==> src/shared/pfs_cfg.svh <==
// pfs_cfg.svh: offsets, field positions, reset values and timing figures
// of the program flash self-access controller.
// assumes: included by its bare name in the package and the design files.
`ifndef PFS_CFG_SVH
`define PFS_CFG_SVH

// register byte offsets on the AXI4-Lite port
`define PFS_OFS_ADDR_LOW   8'h00
`define PFS_OFS_ADDR_HIGH  8'h04
`define PFS_OFS_DATA_LOW   8'h08
`define PFS_OFS_DATA_HIGH  8'h0C
`define PFS_OFS_CONTROL    8'h10
`define PFS_OFS_UNLOCK_KEY 8'h14

// nvm_control_reg bit positions
`define PFS_BIT_READ_TRIG    0
`define PFS_BIT_WRITE_TRIG   1
`define PFS_BIT_PERMIT       2
`define PFS_BIT_ERASE_SEL    4
`define PFS_BIT_LATCH_ONLY   5
`define PFS_BIT_CONFIG_SEL   6
`define PFS_BIT_PROGRAM_SEL  7
`define PFS_BIT_BUSY         8

// unlock key pair
`define PFS_KEY_FIRST  8'h55
`define PFS_KEY_SECOND 8'hAA

// flash geometry
`define PFS_WORD_BITS  14
`define PFS_ADDR_BITS  15
`define PFS_ROW_WORDS  32
`define PFS_ERASED_WORD 14'h3FFF

// write-protect segment ends, exclusive, per write_protect_range code
`define PFS_WP_END_10  15'h0200
`define PFS_WP_END_01  15'h1000
`define PFS_WP_END_00  15'h2000

// timing
`define PFS_CLK_MHZ      125
`define PFS_STALL_MS     2
`define PFS_SETUP_CYCLES 2
`define PFS_STALL_CYCLES (`PFS_STALL_MS * `PFS_CLK_MHZ * 1000)

// bus answers
`define PFS_RESP_OKAY   2'h0
`define PFS_RESP_SLVERR 2'h2

`endif

==> src/shared/pfs_pkg.sv <==
// pfs_pkg: types shared by the program flash self-access controller.
// assumes: pfs_cfg.svh on the include path.
`include "pfs_cfg.svh"

package pfs_pkg;

  // one-cycle command pulses toward the flash array
  typedef struct packed {
    logic                        rdEn;
    logic                        eraseEn;
    logic                        progEn;
    logic [`PFS_ADDR_BITS-1:0]   addr;
    logic [`PFS_WORD_BITS-1:0]   data;
  } pfs_flash_req_t;

  typedef enum logic [2:0] {
    PH_IDLE,
    PH_RD1,
    PH_RD2,
    PH_SETUP,
    PH_STREAM,
    PH_HOLD
  } pfs_phase_t;

endpackage

==> src/rtl/pfs_latch_bank.sv <==
// pfs_latch_bank: the block of write latches that feeds one flash program.
// assumes: one clock, async active-low reset; clear wins over load.
`timescale 1ns/10ps
`include "pfs_cfg.svh"

module pfs_latch_bank #(
  parameter int WORDS = `PFS_ROW_WORDS
) (
  input  wire logic                              sys_clk,   // clock
  input  wire logic                              reset_n,   // async reset
  input  wire logic                              loadEn,    // write one latch
  input  wire logic [$clog2(WORDS)-1:0]          loadIdx,   // latch index
  input  wire logic [`PFS_WORD_BITS-1:0]         loadData,  // word to hold
  input  wire logic                              clearAll,  // back to erased
  input  wire logic [$clog2(WORDS)-1:0]          rdIdx,     // read index
  output logic      [`PFS_WORD_BITS-1:0]         rdData     // latch content
);
  import pfs_pkg::*;

  typedef struct packed {
    logic [WORDS-1:0][`PFS_WORD_BITS-1:0] words;
  } pfs_latch_state_t;

  pfs_latch_state_t s;
  pfs_latch_state_t next_s;

  genvar gi;
  generate
    for (gi = 0; gi < WORDS; gi++)
    begin : g_word
      // one driver per word slice, so no two processes share next_s
      assign next_s.words[gi] = clearAll ? `PFS_ERASED_WORD
                              : (loadEn && loadIdx == gi) ? loadData
                              : s.words[gi];
    end
  endgenerate

  always_ff @(posedge sys_clk or negedge reset_n)
  begin
    if (!reset_n)
      s <= {WORDS{`PFS_ERASED_WORD}};
    else
      s <= next_s;
  end

  assign rdData = s.words[rdIdx];

endmodule

==> src/rtl/pfs_ctrl.sv <==
// pfs_ctrl: program flash self-access controller with AXI4-Lite registers.
// assumes: sys_clk is the processor instruction clock, one instruction per
// cycle; the flash array answers a read combinationally in the cycle of
// its read pulse; flash protection inputs are synchronous and static.
//
// The AXI4-Lite slave port and the address map were left to the implementer.
`timescale 1ns/10ps
`include "pfs_cfg.svh"

// How it works
// - fetch takes the second cycle after read trigger; that slot is dropped
// - fetched word lands in the data register pair the very next cycle
// - data registers keep the word until another read or a software write
// - reads work whatever the code guard setting
// - flash erase is by whole 32-word rows only
// - erase select clears itself when the row erase finishes
// - two set-up cycles follow the write trigger before the stall
// - row erase stalls the processor about 2 ms; clocks keep running
// - execution resumes at the third instruction after the trigger
// - programming never erases anything by itself
// - one program writes only the aligned latch block, never crossing it
// - every write latch returns to 3FFFh when programming completes
// - latch-only set: trigger just loads the addressed latch, no stall
// - latch-only clear: trigger loads last latch then programs the block
// - the whole latch block is written, loaded or not
// - the 2 ms stall happens only for the real flash write
// - 14-bit words; 32-word rows and latch blocks, low five bits zero
// - write trigger refused unless write permit already set
// - erase or program refused inside the write-protected segment
module pfs_ctrl
  import pfs_pkg::*;
#(
  parameter int STALL_CYCLES = `PFS_STALL_CYCLES
) (
  input  wire logic                        sys_clk,            // clock
  input  wire logic                        reset_n,            // async reset
  input  wire logic [7:0]                  s_axi_awaddr,       // write addr
  input  wire logic                        s_axi_awvalid,      // addr valid
  output logic                             s_axi_awready,      // addr ready
  input  wire logic [31:0]                 s_axi_wdata,        // write data
  input  wire logic [3:0]                  s_axi_wstrb,        // byte lanes
  input  wire logic                        s_axi_wvalid,       // data valid
  output logic                             s_axi_wready,       // data ready
  output logic [1:0]                       s_axi_bresp,        // write resp
  output logic                             s_axi_bvalid,       // resp valid
  input  wire logic                        s_axi_bready,       // resp ready
  input  wire logic [7:0]                  s_axi_araddr,       // read addr
  input  wire logic                        s_axi_arvalid,      // addr valid
  output logic                             s_axi_arready,      // addr ready
  output logic [31:0]                      s_axi_rdata,        // read data
  output logic [1:0]                       s_axi_rresp,        // read resp
  output logic                             s_axi_rvalid,       // data valid
  input  wire logic                        s_axi_rready,       // data ready
  input  wire logic [1:0]                  write_protect_range, // wp code
  input  wire logic [`PFS_WORD_BITS-1:0]   flashRdData,        // array word
  output pfs_pkg::pfs_flash_req_t          flashReq,           // to array
  output logic                             cpuStall,           // halt core
  output logic                             cpuSkip             // drop slot
);
  import pfs_pkg::*;

  localparam int CW = $clog2(STALL_CYCLES + 1);
  localparam int IW = $clog2(`PFS_ROW_WORDS);

  typedef struct packed {
    logic                        awReady;
    logic                        wReady;
    logic                        bValid;
    logic [1:0]                  bResp;
    logic                        arReady;
    logic                        rValid;
    logic [31:0]                 rData;
    logic [1:0]                  rResp;
    logic                        awHave;
    logic [7:0]                  awAddr;
    logic                        wHave;
    logic [31:0]                 wData;
    logic [3:0]                  wStrb;
    logic [7:0]                  addrLow;
    logic [6:0]                  addrHigh;
    logic [7:0]                  dataLow;
    logic [5:0]                  dataHigh;
    logic                        rdTrig;
    logic                        wrTrig;
    logic                        permit;
    logic                        eraseSel;
    logic                        latchOnly;
    logic                        cfgSel;
    logic                        progSel;
    logic [1:0]                  keyStage;
    pfs_phase_t                  phase;
    logic [CW-1:0]               cnt;
    logic [IW-1:0]               wordIdx;
    logic                        isErase;
    pfs_flash_req_t              flash;
    logic                        stall;
    logic                        skip;
  } pfs_ctrl_state_t;

  pfs_ctrl_state_t s;
  pfs_ctrl_state_t next_s;

  logic                        latchLoad;
  logic                        latchClear;
  logic [`PFS_WORD_BITS-1:0]   latchRdData;
  logic [`PFS_ADDR_BITS-1:0]   curAddr;
  logic [`PFS_WORD_BITS-1:0]   curData;

  assign curAddr = {s.addrHigh, s.addrLow};
  assign curData = {s.dataHigh, s.dataLow};

  // true when the address falls in the segment the protect code guards
  function automatic logic isGuarded(input logic [`PFS_ADDR_BITS-1:0] a,
                                     input logic [1:0] code);
    logic hit;
    hit = 1'b0;
    case (code)
      2'h2:    hit = (a < `PFS_WP_END_10);
      2'h1:    hit = (a < `PFS_WP_END_01);
      2'h0:    hit = (a < `PFS_WP_END_00);
      default: hit = 1'b0;
    endcase
    return hit;
  endfunction

  pfs_latch_bank #(
    .WORDS    (`PFS_ROW_WORDS)
  ) u_latches (
    .sys_clk  (sys_clk),
    .reset_n  (reset_n),
    .loadEn   (latchLoad),
    .loadIdx  (s.addrLow[IW-1:0]),
    .loadData (curData),
    .clearAll (latchClear),
    .rdIdx    (s.wordIdx),
    .rdData   (latchRdData)
  );

  always_comb
  begin
    logic        doWrite;
    logic        wantRd;
    logic        wantWr;
    logic        ok;
    logic [7:0]  wb;
    doWrite = 1'b0;
    wantRd = 1'b0;
    wantWr = 1'b0;
    ok = 1'b0;
    wb = 8'h00;
    next_s = s;
    latchLoad = 1'b0;
    latchClear = 1'b0;
    next_s.flash.rdEn = 1'b0;
    next_s.flash.eraseEn = 1'b0;
    next_s.flash.progEn = 1'b0;
    next_s.skip = 1'b0;

    // write address and data are taken independently, in either order
    if (s_axi_awvalid && s.awReady)
    begin
      next_s.awHave = 1'b1;
      next_s.awAddr = s_axi_awaddr;
      next_s.awReady = 1'b0;
    end
    if (s_axi_wvalid && s.wReady)
    begin
      next_s.wHave = 1'b1;
      next_s.wData = s_axi_wdata;
      next_s.wStrb = s_axi_wstrb;
      next_s.wReady = 1'b0;
    end
    if (s.bValid && s_axi_bready)
    begin
      next_s.bValid = 1'b0;
      next_s.awReady = 1'b1;
      next_s.wReady = 1'b1;
    end

    doWrite = s.awHave && s.wHave && !s.bValid;
    wb = s.wData[7:0];
    if (doWrite)
    begin
      next_s.awHave = 1'b0;
      next_s.wHave = 1'b0;
      next_s.bValid = 1'b1;
      next_s.bResp = `PFS_RESP_OKAY;
      case (s.awAddr)
        `PFS_OFS_ADDR_LOW:
          if (s.wStrb[0])
            next_s.addrLow = wb;
        `PFS_OFS_ADDR_HIGH:
          if (s.wStrb[0])
            next_s.addrHigh = wb[6:0];
        `PFS_OFS_DATA_LOW:
          if (s.wStrb[0])
            next_s.dataLow = wb;
        `PFS_OFS_DATA_HIGH:
          if (s.wStrb[0])
            next_s.dataHigh = wb[5:0];
        `PFS_OFS_UNLOCK_KEY:
          if (s.wStrb[0])
          begin
            // a stray value between the two halves throws the key away
            if (wb == `PFS_KEY_FIRST)
              next_s.keyStage = 2'h1;
            else if (wb == `PFS_KEY_SECOND && s.keyStage == 2'h1)
              next_s.keyStage = 2'h2;
            else
              next_s.keyStage = 2'h0;
          end
        `PFS_OFS_CONTROL:
          // control is frozen while an operation runs
          if (s.wStrb[0] && s.phase == PH_IDLE)
          begin
            next_s.permit = wb[`PFS_BIT_PERMIT];
            next_s.eraseSel = wb[`PFS_BIT_ERASE_SEL];
            next_s.latchOnly = wb[`PFS_BIT_LATCH_ONLY];
            next_s.cfgSel = wb[`PFS_BIT_CONFIG_SEL];
            next_s.progSel = wb[`PFS_BIT_PROGRAM_SEL];
            wantWr = wb[`PFS_BIT_WRITE_TRIG];
            wantRd = wb[`PFS_BIT_READ_TRIG] && !wantWr;
          end
        default:
          next_s.bResp = `PFS_RESP_SLVERR;
      endcase
    end

    // read trigger: no code guard term on purpose
    if (wantRd && next_s.progSel && !next_s.cfgSel)
    begin
      next_s.rdTrig = 1'b1;
      next_s.phase = PH_RD1;
    end

    if (wantWr)
    begin
      // permit is the value held before this write
      ok = s.permit && s.keyStage == 2'h2
        && next_s.progSel && !next_s.cfgSel
        && !isGuarded(curAddr, write_protect_range);
      next_s.keyStage = 2'h0;
      if (ok)
      begin
        next_s.cnt = '0;
        if (next_s.eraseSel)
        begin
          next_s.wrTrig = 1'b1;
          next_s.isErase = 1'b1;
          next_s.phase = PH_SETUP;
        end
        else if (next_s.latchOnly)
          latchLoad = 1'b1;
        else
        begin
          latchLoad = 1'b1;
          next_s.wrTrig = 1'b1;
          next_s.isErase = 1'b0;
          next_s.phase = PH_SETUP;
        end
      end
    end

    case (s.phase)
      PH_IDLE:
        next_s.stall = 1'b0;
      PH_RD1:
      begin
        next_s.phase = PH_RD2;
        next_s.flash.rdEn = 1'b1;
        next_s.flash.addr = curAddr;
        next_s.skip = 1'b1;
      end
      PH_RD2:
      begin
        // array answers during the read pulse; visible next cycle
        next_s.dataLow = flashRdData[7:0];
        next_s.dataHigh = flashRdData[13:8];
        next_s.rdTrig = 1'b0;
        next_s.phase = PH_IDLE;
      end
      PH_SETUP:
      begin
        next_s.cnt = s.cnt + 1'b1;
        if (s.cnt == CW'(`PFS_SETUP_CYCLES - 1))
        begin
          next_s.cnt = '0;
          next_s.stall = 1'b1;
          next_s.wordIdx = '0;
          if (s.isErase)
          begin
            next_s.flash.eraseEn = 1'b1;
            next_s.flash.addr = {curAddr[14:5], 5'h00};
            next_s.phase = PH_HOLD;
          end
          else
            next_s.phase = PH_STREAM;
        end
      end
      PH_STREAM:
      begin
        // every latch goes out, loaded or not; no erase pulse here
        next_s.flash.progEn = 1'b1;
        next_s.flash.addr = {curAddr[14:5], s.wordIdx};
        next_s.flash.data = latchRdData;
        next_s.wordIdx = s.wordIdx + 1'b1;
        if (s.wordIdx == IW'(`PFS_ROW_WORDS - 1))
          next_s.phase = PH_HOLD;
      end
      PH_HOLD:
      begin
        next_s.cnt = s.cnt + 1'b1;
        if (s.cnt == CW'(STALL_CYCLES - 1))
        begin
          next_s.stall = 1'b0;
          next_s.wrTrig = 1'b0;
          next_s.phase = PH_IDLE;
          if (s.isErase)
            next_s.eraseSel = 1'b0;
          else
            latchClear = 1'b1;
        end
      end
      default:
        next_s.phase = PH_IDLE;
    endcase

    // register reads; a read taken with a trigger write shows the old value
    if (s.rValid && s_axi_rready)
    begin
      next_s.rValid = 1'b0;
      next_s.arReady = 1'b1;
    end
    if (s_axi_arvalid && s.arReady)
    begin
      next_s.arReady = 1'b0;
      next_s.rValid = 1'b1;
      next_s.rResp = `PFS_RESP_OKAY;
      next_s.rData = 32'h0000_0000;
      case (s_axi_araddr)
        `PFS_OFS_ADDR_LOW:   next_s.rData[7:0] = s.addrLow;
        `PFS_OFS_ADDR_HIGH:  next_s.rData[6:0] = s.addrHigh;
        `PFS_OFS_DATA_LOW:   next_s.rData[7:0] = s.dataLow;
        `PFS_OFS_DATA_HIGH:  next_s.rData[5:0] = s.dataHigh;
        `PFS_OFS_UNLOCK_KEY: next_s.rData = 32'h0000_0000;
        `PFS_OFS_CONTROL:
        begin
          next_s.rData[`PFS_BIT_READ_TRIG] = s.rdTrig;
          next_s.rData[`PFS_BIT_WRITE_TRIG] = s.wrTrig;
          next_s.rData[`PFS_BIT_PERMIT] = s.permit;
          next_s.rData[`PFS_BIT_ERASE_SEL] = s.eraseSel;
          next_s.rData[`PFS_BIT_LATCH_ONLY] = s.latchOnly;
          next_s.rData[`PFS_BIT_CONFIG_SEL] = s.cfgSel;
          next_s.rData[`PFS_BIT_PROGRAM_SEL] = s.progSel;
          next_s.rData[`PFS_BIT_BUSY] = (s.phase != PH_IDLE);
        end
        default:             next_s.rResp = `PFS_RESP_SLVERR;
      endcase
    end
  end

  always_ff @(posedge sys_clk or negedge reset_n)
  begin
    if (!reset_n)
    begin
      s <= '0;
      s.awReady <= 1'b1;
      s.wReady <= 1'b1;
      s.arReady <= 1'b1;
      s.phase <= PH_IDLE;
    end
    else
      s <= next_s;
  end

  assign s_axi_awready = s.awReady;
  assign s_axi_wready = s.wReady;
  assign s_axi_bvalid = s.bValid;
  assign s_axi_bresp = s.bResp;
  assign s_axi_arready = s.arReady;
  assign s_axi_rvalid = s.rValid;
  assign s_axi_rdata = s.rData;
  assign s_axi_rresp = s.rResp;
  assign flashReq = s.flash;
  assign cpuStall = s.stall;
  assign cpuSkip = s.skip;

endmodule

==> config.mk <==
export PLATFORM = sky130hd
export DESIGN_NAME = pfs_ctrl
export DESIGN_NICKNAME = d
export VERILOG_FILES = /design/src/shared/pfs_pkg.sv /design/src/rtl/pfs_latch_bank.sv /design/src/rtl/pfs_ctrl.sv
export VERILOG_INCLUDE_DIRS = /design/src /design/src/shared
export SDC_FILE = /design/constraint.sdc
export NUM_CORES = 1
export LEC_CHECK = 0
export BUFFER_PORTS_ARGS = -buffer_cell sky130_fd_sc_hd__clkbuf_2
export CAP_MARGIN = 20
export CORE_AREA = 2 2 323 325
export CTS_CLUSTER_SIZE = 30
export DETAILED_ROUTE_END_ITERATION = 6
export DIE_AREA = 0 0 325 327
export PLACE_DENSITY_LB_ADDON = 0.12
export SLEW_MARGIN = 30
export SYNTH_ARGS = -nofsm -noshare
export SYNTH_HDL_FRONTEND = slang
export SYNTH_SLANG_ARGS = --single-unit
export TNS_END_PERCENT = 1
==> constraint.sdc <==
create_clock -name sys_clk -period 6.9 [get_ports sys_clk]
set_input_delay 0.345 -clock sys_clk [delete_from_list [all_inputs] [get_ports sys_clk]]
set_output_delay 0.345 -clock sys_clk [all_outputs]
set_load 0.01 [all_outputs]
# Word level (Yosys, flattened, before mapping)
# Cells that the tools add are included.
[totals]
regBits = 610
latch_bits = 0
ramBits = 0
romBits = 0
word_cells = 400
mem_count = 0
[classes]
add_sub_neg = 2
mul = 0
div_mod_pow = 0
order_cmp = 4
eq_ne = 59
shifts = 0
muxes = 146
bitwise_logic = 0
reduce_logical = 122
[op_table]
columns = ["operator", "count"]
rows = [
  ["14-bit 2-to-1 mux", 66],
  ["2-bit nonzero test", 47],
  ["5-bit equality test (second input constant)", 17],
  ["14-bit binary-select mux with 5-bit select", 1],
  ["1-bit logical AND", 48],
  ["15-bit 2-to-1 mux", 3],
  ["15-bit one-hot mux with 3 select lines", 1],
  ["5-bit by 4-bit equality test with 1-bit output (second input constant)", 8],
  ["1-bit 2-to-1 mux", 38],
  ["37-bit 2-to-1 mux", 1],
  ["36-bit 2-to-1 mux", 1],
  ["18-bit one-hot mux with 2 select lines", 1],
  ["8-bit by 4-bit equality test with 1-bit output (second input constant)", 4],
  ["8-bit by 5-bit equality test with 1-bit output (second input constant)", 4],
  ["3-bit one-hot mux with 5 select lines", 2],
  ["3-bit AND reduction", 9],
  ["26-bit 2-to-1 mux", 1],
  ["23-bit 2-to-1 mux", 1],
  ["21-bit 2-to-1 mux", 1],
  ["3-bit 2-to-1 mux", 7],
  ["5-bit by 3-bit equality test with 1-bit output (second input constant)", 4],
  ["18-bit by 1-bit adder with 18-bit output (second input constant)", 1],
  ["18-bit by 1-bit equality test with 1-bit output (second input constant)", 1],
  ["18-bit equality test (second input constant)", 1],
  ["34 further kinds", 65],
]

# Logic depth before layout (Yosys ltp)
# Gate-level depths: netlist of run 1.
[logic_depth]
depth_word = 16
depth_mapped = 10
depth_no_buf = 7

# By module
# From an unflattened synthesis of run 1, not the netlist that was laid out.
[unflattened]
cells_unflattened = 2923
hier_area_um2 = 30422.9
[modules_own_cells]
columns = ["module", "instances", "cells_each", "area_per_inst_um2", "seq_area_each_um2"]
rows = [
  ["pfs_latch_bank", 1, 2286, 23615.1, 11771.3],
  ["pfs_ctrl", 1, 637, 6807.8, 3331.9],
]

# Worst setup path after synthesis of run 1
# No wires, ideal clock.
[synth_timing]
kind = "reg-to-reg"
start = "register s[40] (netlist bit)"
end = "register u_latches.s[420] (netlist bit)"
setup_ps = 82
arrival_ps = 2334
path_slack_ps = 4484
stages_incl_launch_ff = 11
cell_sequence = "dfrtp_1 ha_1 nand3_1 or3_1 or3_1 buf_2 or3_1 buf_2 buf_6 buf_6 o211ai_1"
[synth_via]
elab_chain_cells = 4
[synth_lines]
columns = ["element", "line_no", "source"]
rows = [
  ["from (decl)", "pfs_ctrl.sv:100", "pfs_ctrl_state_t s;"],
  ["from (signal assigned)", "pfs_ctrl.sv:373", "s <= next_s;"],
  ["18-bit equality test (*)", "pfs_ctrl.sv:313", "if (s.cnt == CW'(STALL_CYCLES - 1))"],
  ["1-bit 2-to-1 mux (*)", "pfs_ctrl.sv:313", ""],
  ["1-bit 2-to-1 mux (*)", "pfs_ctrl.sv:264", "case (s.phase)"],
  ["14-bit 2-to-1 mux / 2-bit nonzero test (equally long branches)", "-", ""],
  ["to (signal assigned)", "pfs_latch_bank.sv:41", "s <= {WORDS{`PFS_ERASED_WORD}};"],
  ["to (signal assigned)", "pfs_latch_bank.sv:43", "s <= next_s;"],
  ["to (decl)", "pfs_latch_bank.sv:24", "pfs_latch_state_t s;"],
]
# Mark *: on every way between the ends. The rest lies on a longest branch, timed or not.
# A chain may end at the register's enable or synchronous reset.

# Worst setup path in the final report of run 1
[layout_timing]
start = "register s[59] (netlist bit)"
end = "register u_latches.s[111] (netlist bit)"
[layout_via]
elab_chain_cells = 12
[layout_lines]
columns = ["element", "line_no", "source"]
rows = [
  ["3-bit logical NOT", "pfs_ctrl.sv:214", "if (s.wStrb[0] && s.phase == PH_IDLE)"],
  ["1-bit logical AND", "pfs_ctrl.sv:214", ""],
  ["4-bit 2-to-1 mux", "pfs_ctrl.sv:214", ""],
  ["4-bit 2-to-1 mux", "pfs_ctrl.sv:188", "case (s.awAddr)"],
  ["6-bit 2-to-1 mux", "pfs_ctrl.sv:182", "if (doWrite)"],
  ["1-bit logical AND / 1-bit logical NOT (equally long branches)", "pfs_ctrl.sv:240", "&& next_s.progSel && !next_s.cfgSel"],
  ["1-bit logical AND", "pfs_ctrl.sv:240", ""],
  ["1-bit logical AND", "pfs_ctrl.sv:241", "&& !isGuarded(curAddr, write_protect_range);"],
  ["1-bit 2-to-1 mux", "pfs_ctrl.sv:243", "if (ok)"],
  ["1-bit 2-to-1 mux", "pfs_ctrl.sv:236", "if (wantWr)"],
  ["1-bit logical AND", "pfs_latch_bank.sv:33", ": (loadEn && loadIdx == gi) ? loadData"],
  ["2-bit nonzero test (no source line)", "-", ""],
]
# Several ways; a longest one is shown, not always the timed one. The select of a mux whose other input is x is not followed.

==> results of run 1 <==
power by group through the flow:
| stage | Combinational [mW] | Sequential (mW) | Clock (mW) |
|---|---|---|---|
| global placement | 0.802 | 3.97 | 0 |
| global route | 0.903 | 3.94 | 3.94 |
| floorplan | 0.535 | 3.67 | 0 |
| finish | 0.831 | 3.92 | 3.71 |
| detailed placement | 0.816 | 3.97 | 0 |
| CTS | 0.842 | 3.92 | 3.82 |
flip-flops by register name, summed over array words and instances (netlist names):
| signal | flops |
|---|---|
| s_axi_rvalid | 1 |
| s_axi_awready | 1 |
| s_axi_wready | 1 |
| s_axi_arready | 1 |
| u_latches.s | 448 |
| s_axi_rdata | 9 |
| s_axi_rresp | 1 |
| s_axi_bvalid | 1 |
| s_axi_bresp | 1 |
| curAddr | 15 |
| cpuStall | 1 |
| curData | 14 |
| s | 55 |
| cpuSkip | 1 |
| flashReq | 31 |
cell usage after synthesis, types with 10 or more instances:
cell type	count	share of area, %
sky130_fd_sc_hd__buf_4	74	1.9
sky130_fd_sc_hd__dfrtp_1	130	11
sky130_fd_sc_hd__mux2_2	46	1.8
sky130_fd_sc_hd__nand3_1	63	1.1
sky130_fd_sc_hd__dfstp_2	451	41
sky130_fd_sc_hd__o211ai_1	308	8.1
sky130_fd_sc_hd__nor2b_1	11	0.24
sky130_fd_sc_hd__a21oi_1	129	2.3
sky130_fd_sc_hd__buf_2	52	0.91
sky130_fd_sc_hd__mux2i_1	100	3.5
sky130_fd_sc_hd__nand3_2	11	0.38
sky130_fd_sc_hd__buf_6	34	1.3
sky130_fd_sc_hd__nand2_1	545	7.2
sky130_fd_sc_hd__clkbuf_1	115	1.5
sky130_fd_sc_hd__nor2_1	63	0.83
sky130_fd_sc_hd__nor3_1	112	2.0
sky130_fd_sc_hd__buf_1	24	0.31
sky130_fd_sc_hd__inv_1	14	0.18
sky130_fd_sc_hd__o221ai_1	38	1.2
sky130_fd_sc_hd__nor4_1	10	0.22
sky130_fd_sc_hd__nand4_1	15	0.33
sky130_fd_sc_hd__a22oi_1	15	0.39
sky130_fd_sc_hd__o21ai_0	70	1.2
sky130_fd_sc_hd__mux4_2	85	6.7
worst max-delay path: stages, from the launching register on:
cell and delay (ps):
sky130_fd_sc_hd__dfrtp_1 540, sky130_fd_sc_hd__or4_4 620, sky130_fd_sc_hd__a311oi_2 320, sky130_fd_sc_hd__and4_1 820
sky130_fd_sc_hd__nand3_1 980, sky130_fd_sc_hd__nand2_1 290, sky130_fd_sc_hd__o211ai_1 130
cell families (layout without fill, tap and decap cells):
group	count (synthesis)	after routing
and+or+nand+nor	892	892
xor gates and xnor gates	10	10
buffers and inverters	314	328
adders and majority gates	4	4
muxes	231	231
AOI/OAI and AO/OA	606	606
DFF	581	581
other	1	27
how the worst min path moves through the flow:
stage                    start              to  slack [ps]  depth (start not counted)
2_1_floorplan          reset_n         cpuSkip          50                          0
3_3_place_gp           reset_n    flashReq[29]         470                          1
3_5_place_dp             s[63]           s[63]         470                          2
4_1_cts        s_axi_araddr[4]  s_axi_rresp[1]          90                          3
5_1_grt        s_axi_araddr[4]  s_axi_rresp[1]         140                          3
6_report       s_axi_araddr[4]  s_axi_rresp[1]         130                          3
placed cells by master, fill, tap and decap left out, types with 5 or more instances in the layout:
master and count:
sky130_fd_sc_hd__nand2_1 544, sky130_fd_sc_hd__dfstp_2 451, sky130_fd_sc_hd__o211ai_1 308, sky130_fd_sc_hd__a21oi_1 129, sky130_fd_sc_hd__dfrtp_1 127, sky130_fd_sc_hd__nor3_1 112
sky130_fd_sc_hd__mux2i_1 100, sky130_fd_sc_hd__clkbuf_2 96, sky130_fd_sc_hd__mux4_2 85, sky130_fd_sc_hd__clkbuf_16 77, sky130_fd_sc_hd__o21ai_0 70, sky130_fd_sc_hd__nor2_1 61
sky130_fd_sc_hd__nand3_1 55, sky130_fd_sc_hd__mux2_2 46, sky130_fd_sc_hd__buf_4 43, sky130_fd_sc_hd__dlygate4sd3_1 40, sky130_fd_sc_hd__o221ai_1 38, sky130_fd_sc_hd__conb_1 25
sky130_fd_sc_hd__clkbuf_1 20, sky130_fd_sc_hd__nand3_2 19, sky130_fd_sc_hd__nand4_1 15, sky130_fd_sc_hd__a22oi_1 15, sky130_fd_sc_hd__clkbuf_8 15, sky130_fd_sc_hd__inv_1 14
sky130_fd_sc_hd__nor2b_1 11, sky130_fd_sc_hd__nor4_1 9, sky130_fd_sc_hd__and3_1 9, sky130_fd_sc_hd__o22ai_1 9, sky130_fd_sc_hd__xnor2_1 9, sky130_fd_sc_hd__clkinv_2 8
sky130_fd_sc_hd__nand2b_1 7, sky130_fd_sc_hd__a221oi_1 7, sky130_fd_sc_hd__nor3_4 7, sky130_fd_sc_hd__o31ai_1 6, sky130_fd_sc_hd__buf_12 6, sky130_fd_sc_hd__or3_1 5
sky130_fd_sc_hd__o2bb2ai_1 5
routing by layer:
| metal | vias to the layer above | track usage [%] | routed length (µm) |
|---|---|---|---|
| met5 | - | 0 | 0 |
| li1 | 9480 | - | - |
| met1 | 11191 | 27.5 | 48300 |
| met3 | 168 | 3.02 | 5320 |
| met2 | 675 | 30.5 | 48100 |
| met4 | 0 | 6.49 | 3350 |
stage by stage:
step	util (%)	setup WS (ps)	hold slack, ps	area, µm²
finish	31.6	3030	128	32500
global route	31.6	2830	144	32500
CTS	31.5	3050	88.6	32500
detailed placement	28.9	3060	470	29800
global placement	28.9	3040	469	29700
floorplan	-	4480	49.4	28700
area by class of cell:
class	count	area [µm²]
Multi-Input combinational cell	1768	11900
Fill cell	10531	70400
Tap cell	1380	1730
Antenna cell	2	5.00
Inverter	15	56.3
Clock buffer	112	2210
Clock inverter	12	72.6
Timing Repair Buffer	189	1370
Sequential cell	581	15100
what timing repair did:
action | CTS | global route
hold buffers | 40 | 0
setup endpoints to repair | 0 | 0
endpoints found under the hold margin | 47 | 0
==> results.sh, run 1 <==
export IMPL_outcome="complete, no violations"
export IMPL_placed_cells_incl_taps=3893
export IMPL_io_buffers=97
export IMPL_final_instance_count_excl_fill=4059
export IMPL_worst_r2r_path_depth=6
export IMPL_ratio_of_total_power_to_cell_area_mw_per_mm2=261
export IMPL_place_congestion=0.787
export IMPL_seq_power_share_pct=46.3
export IMPL_cellLeakagePower_nw=13.7
export IMPL_r2r_start="s[59]"
export IMPL_total_power_mw=8.47
export IMPL_cp_end_kind="flop"
export IMPL_synth_mux_area_share_pct=12.0
export IMPL_timing_critical_path_to="u_latches.s[111]"
export IMPL_chipWidth_um=325
export IMPL_clock_power_share_pct=43.9
export IMPL_timing_critical_path_fanout_max=16
export IMPL_internal_power_mw=5.97
export IMPL_yosysSeqAreaShare_pct=52.8
export IMPL_post_synthesis_share_of_cell_area_spent_on_and_or_nand_and_nor_gates_pct=14.1
export IMPL_worstReg2RegEnd="u_latches.s[111]"
export IMPL_ctsHtreeMaxLevel=3
export IMPL_dominant_combinational_cell_family_by_area_after_synthesis="compound AO/OA/AOI/OAI gates"
export IMPL_synth_cell_area_mm2=0.0286
export IMPL_critical_path_startpoint_type="flop"
export IMPL_nNetsFinal=2706
export IMPL_synthAdderAreaFrac_pct=0.175
export IMPL_area_delta_synth_final_pct=13.5
export IMPL_power_switching_share_pct=29.5
export IMPL_hpwlAfterDp_mm=64.1
export IMPL_gr_usage_total_pct=19.5
export IMPL_hold_viol=0
export IMPL_clock_tree_root_cell="sky130_fd_sc_hd__clkbuf_16"
export IMPL_number_of_flops_mapped_to_enable_cells_by_yosys=0
export IMPL_tightest_slew_ps=1040
export IMPL_max_slew_margin_rel_pct=30.3
export IMPL_boundaryPins=150
export IMPL_ir_worst_vdd_mv=0.226
export IMPL_cts_max_path_buffers=3
export IMPL_grt_start_max_net_pins=197
export IMPL_synth_compound_area_share_pct=14.4
export IMPL_number_of_global_route_vias_before_repair=21879
export IMPL_synth_area_per_cell_um2=10.8
export IMPL_drt_pass1_iter_count=5
export IMPL_final_min_period_over_clock_period_pct=56.1
export IMPL_cts_sink_count=581
export IMPL_synthArstFlopShare_pct=100
export IMPL_clkSlewWorstSetupHoldPaths_ps=60
export IMPL_fin_tns_setup_ps=0
export IMPL_worst_endpoint_arrival_ps=4360
export IMPL_setup_viol_count_final=0
export IMPL_peak_clock_frequency_supported_by_timing_mhz=258
export IMPL_reg2reg_slack_ps=3030
export IMPL_core_area_mm2=0.103
export IMPL_endpoint_required_time_on_the_critical_path_ps=7380
export IMPL_synthesized_instance_count=2639
export IMPL_drt_drc_violations_left=0
export IMPL_timing_max_transition_violations_final=0
export IMPL_vias=21514
export IMPL_grt_first_pass_wirelength_mm=154
export IMPL_dieHeight_um=327
export IMPL_numCtsBuffers=72
export IMPL_maxCapViolations=0
export IMPL_worst_setup_path_startpoint="s[59]"
export IMPL_power_switching_mw=2.50
export IMPL_total_global_routing_overflow=0
export IMPL_initial_utilization_pct=27.8
export IMPL_combinationalPowerShare_pct=9.8
export IMPL_worstSetupPathType="flop to flop"
export IMPL_detailedRoute_firstIterationViolations=1861
export IMPL_floorplan_die_area_mm2=0.106
export IMPL_cts_setup_buffers=0
export IMPL_grt_antenna_before_repair=1
export IMPL_wl_mm=105
export IMPL_period_needed_ps=3870
export IMPL_yosysUniqueCellTypes=63
export IMPL_clock_latency_ps=630
export IMPL_yosysWarnings=0
export IMPL_min_path_type="input pin to flop"
export IMPL_cts_tree="yes"
export IMPL_placementRows=118
export IMPL_drive_above_1_share_pct=33.0
export IMPL_synth_seq_cells=581
export IMPL_synth_xor_area_share_pct=0.306
export IMPL_fin_worst_skew_ps=34.2
export IMPL_detail_route_antenna_nets=0
export IMPL_ys_dominant_reg_cell="sky130_fd_sc_hd__dfstp_2"
export IMPL_route_detailed_vias_per_inst=5.30
export IMPL_unrepaired_setup_endpoints_after_global_routing="false"
export IMPL_routedWlPerCell_um=25.9
export IMPL_cts_resized_gates=0
Power figures use the tool's default switching activity.
==> run 2, diff against run 1 <==
==> constraint.sdc (replaced) <==
create_clock -name sys_clk -period 3.5 [get_ports sys_clk]
set_input_delay 0.175 -clock sys_clk [delete_from_list [all_inputs] [get_ports sys_clk]]
set_output_delay 0.175 -clock sys_clk [all_outputs]
set_load 0.01 [all_outputs]
==> run 2 against run 1 <==
Compared with the run above: combinational power increased by 110%; die area unchanged; via count is 1.1% higher; sequential cell count unchanged; highest routed layer is now met5; critical path type unchanged; largest power group is now clock.
==> results.sh, run 2 (synthesized netlist as in run 1, its figures left out) <==
export IMPL_grt_antenna_before_repair=2
export IMPL_chipWidth_um=325
export IMPL_hold_viol=0
export IMPL_cpPeakStageDelay_ps=480
export IMPL_seq_power_share_pct=44.6
export IMPL_power_switching_mw=4.98
export IMPL_cp_end_kind="flop"
export IMPL_worst_r2r_path_depth=9
export IMPL_whs_endpoint="s_axi_rdata[3]"
export IMPL_cts_max_path_buffers=3
export IMPL_vias=21755
export IMPL_grt_first_pass_wirelength_mm=154
export IMPL_largest_register="u_latches.s"
export IMPL_initial_utilization_pct=27.8
export IMPL_combinationalPowerShare_pct=10.0
export IMPL_seq_area_mm2=0.0151
export IMPL_groute_layer_met1_usage_pct=26.8
export IMPL_groute_layer_met3_usage_pct=3.47
export IMPL_routedWlPerCell_um=25.2
export IMPL_worstReg2RegEnd="u_latches.s[396]"
export IMPL_utilization_pct=32.3
export IMPL_groute_layer_met2_usage_pct=30.6
export IMPL_place_congestion=0.796
export IMPL_min_path_type="input pin to flop"
export IMPL_gr_usage_total_pct=19.4
export IMPL_fin_tns_setup_ps=0
export IMPL_reg2reg_slack_ps=450
export IMPL_nNetsFinal=2763
export IMPL_layout_common_cells="sky130_fd_sc_hd__nand2_1 (545), sky130_fd_sc_hd__dfstp_2 (451), sky130_fd_sc_hd__o211ai_1 (308)"
export IMPL_placed_cells_incl_taps=3950
export IMPL_outcome="complete, no violations"
export IMPL_detail_route_antenna_nets=0
export IMPL_final_common_cell="sky130_fd_sc_hd__nand2_1"
export IMPL_max_reg_flops=448
export IMPL_power_switching_share_pct=28.8
export IMPL_postPlaceCellArea_mm2=0.0303
export IMPL_final_min_period_over_clock_period_pct=87.1
export IMPL_critical_path_startpoint_type="flop"
export IMPL_crit_top_cell="sky130_fd_sc_hd__or3_1"
export IMPL_post_route_cell_area_mm2=0.0333
export IMPL_number_of_global_route_vias_before_repair=22392
export IMPL_wl_mm=104
export IMPL_cts_sink_count=581
export IMPL_detailedRoute_firstIterationViolations=1764
export IMPL_ir_worst_vdd_mv=0.414
export IMPL_endpoint_required_time_on_the_critical_path_ps=4040
export IMPL_worst_endpoint_arrival_ps=3590
export IMPL_r2r_start="s[40]"
export IMPL_cellLeakagePower_nw=14.2
export IMPL_cpMaxStageDelayCell="sky130_fd_sc_hd__or3_1"
export IMPL_setup_viol_count_final=0
export IMPL_floorplan_die_area_mm2=0.106
export IMPL_clock_latency_ps=630
export IMPL_clkSlewWorstSetupHoldPaths_ps=60
export IMPL_total_power_mw=17.3
export IMPL_total_global_routing_overflow=0
export IMPL_peak_clock_frequency_supported_by_timing_mhz=328
export IMPL_placementRows=118
export IMPL_timing_critical_path_fanout_max=65
export IMPL_grt_start_max_net_pins=106
export IMPL_drive_above_1_share_pct=34.5
export IMPL_internal_power_mw=12.3
export IMPL_drt_pass1_iter_count=7
export IMPL_drt_drc_violations_left=0
export IMPL_worstPathCellList="ha_1 -> nand3_1 -> or3_1 -> or3_1 -> nor3_4 -> buf_12 -> buf_4 -> nor3_1 -> a21oi_1"
export IMPL_route_detailed_vias_per_inst=5.28
export IMPL_area_delta_synth_final_pct=16.3
export IMPL_ctsHtreeMaxLevel=3
export IMPL_numCtsBuffers=70
export IMPL_final_instance_count_excl_fill=4122
export IMPL_multiInputGateArea_mm2=0.0119
export IMPL_max_slew_margin_rel_pct=33.7
export IMPL_tightest_slew_ps=986
export IMPL_hold_depth=5
export IMPL_dieHeight_um=327
export IMPL_timing_hold_worst_start="s_axi_araddr[6]"
export IMPL_boundaryPins=150
export IMPL_core_area_mm2=0.103
export IMPL_ratio_of_total_power_to_cell_area_mw_per_mm2=520
export IMPL_io_buffers=97
export IMPL_worstSetupPathType="flop to flop"
export IMPL_fin_worst_skew_ps=31.5
export IMPL_period_needed_ps=3050
export IMPL_hpwlAfterDp_mm=66.7
export IMPL_num_fill_cells=10431
export IMPL_timing_max_transition_violations_final=0
export IMPL_clock_tree_root_cell="sky130_fd_sc_hd__clkbuf_16"
export IMPL_cts_tree="yes"
export IMPL_unrepaired_setup_endpoints_after_global_routing="false"
export IMPL_maxCapViolations=0
export IMPL_globalRoute_busiestLayer="met2"
export IMPL_clock_power_share_pct=45.4
-- run 2: repair_timing --
| item | 4_1_cts | 5_1_grt |
|---|---|---|
| hold buffers | 42 | 0 |
| gates resized for setup | 0 | 0 |
| hold endpoints to repair | 101 | 0 |
| buffers inserted | 0 | 0 |
-- run 2: power by group through the flow --
stage	clock network [mW]	registers [mW]	logic, mW
floorplan	0	7.24	1.05
global placement	0	7.79	1.69
detailed placement	0	7.80	1.71
CTS	8.04	7.70	1.76
global route	8.31	7.74	1.87
finish	7.85	7.71	1.73
-- run 2: worst max path at each step --
stage / startpoint / to / slack [ps] / cells past startpoint
after floorplan: s[40] / u_latches.s[420] / 1080 / 10
after global placement: s[40] / u_latches.s[347] / 570 / 9
after detailed placement: s[40] / u_latches.s[445] / 480 / 9
after CTS: s[40] / u_latches.s[445] / 460 / 9
after global routing: s[40] / u_latches.s[396] / 210 / 9
final: s[40] / u_latches.s[396] / 450 / 9
-- run 2: cell type report --
cell class	instances	area share (%)
multi-input cells	1768	35.7
well taps	1380	5.19
inverters	15	0.169
clock inverters	22	0.933
clock buffers	107	6.54
flip-flops and latches	581	45.4
diodes	1	0.00753
repair buffers	248	5.97
-- run 2: critical path: cells and delay by family (launching register included) --
family          cells  cell delay [ps]
flops               1              430
simple gates        5             1390
buf+inv             2              680
fa+ha+maj           1              240
compound gates      1              150
-- run 2: metrics by stage --
step,hold WS [ps],setup slack [ps]
after floorplan,-121,1080
after global routing,73.6,212
final,38.4,453
after CTS,12.5,458
after detailed placement,238,476
after global placement,232,569
-- run 2: routing by layer --
| layer | wire length, µm | vias to the layer above |
|---|---|---|
| met2 | 47600 | 672 |
| met5 | 13 | - |
| met1 | 46800 | 11268 |
| met3 | 5620 | 195 |
| met4 | 3710 | 2 |
| li1 | - | 9618 |
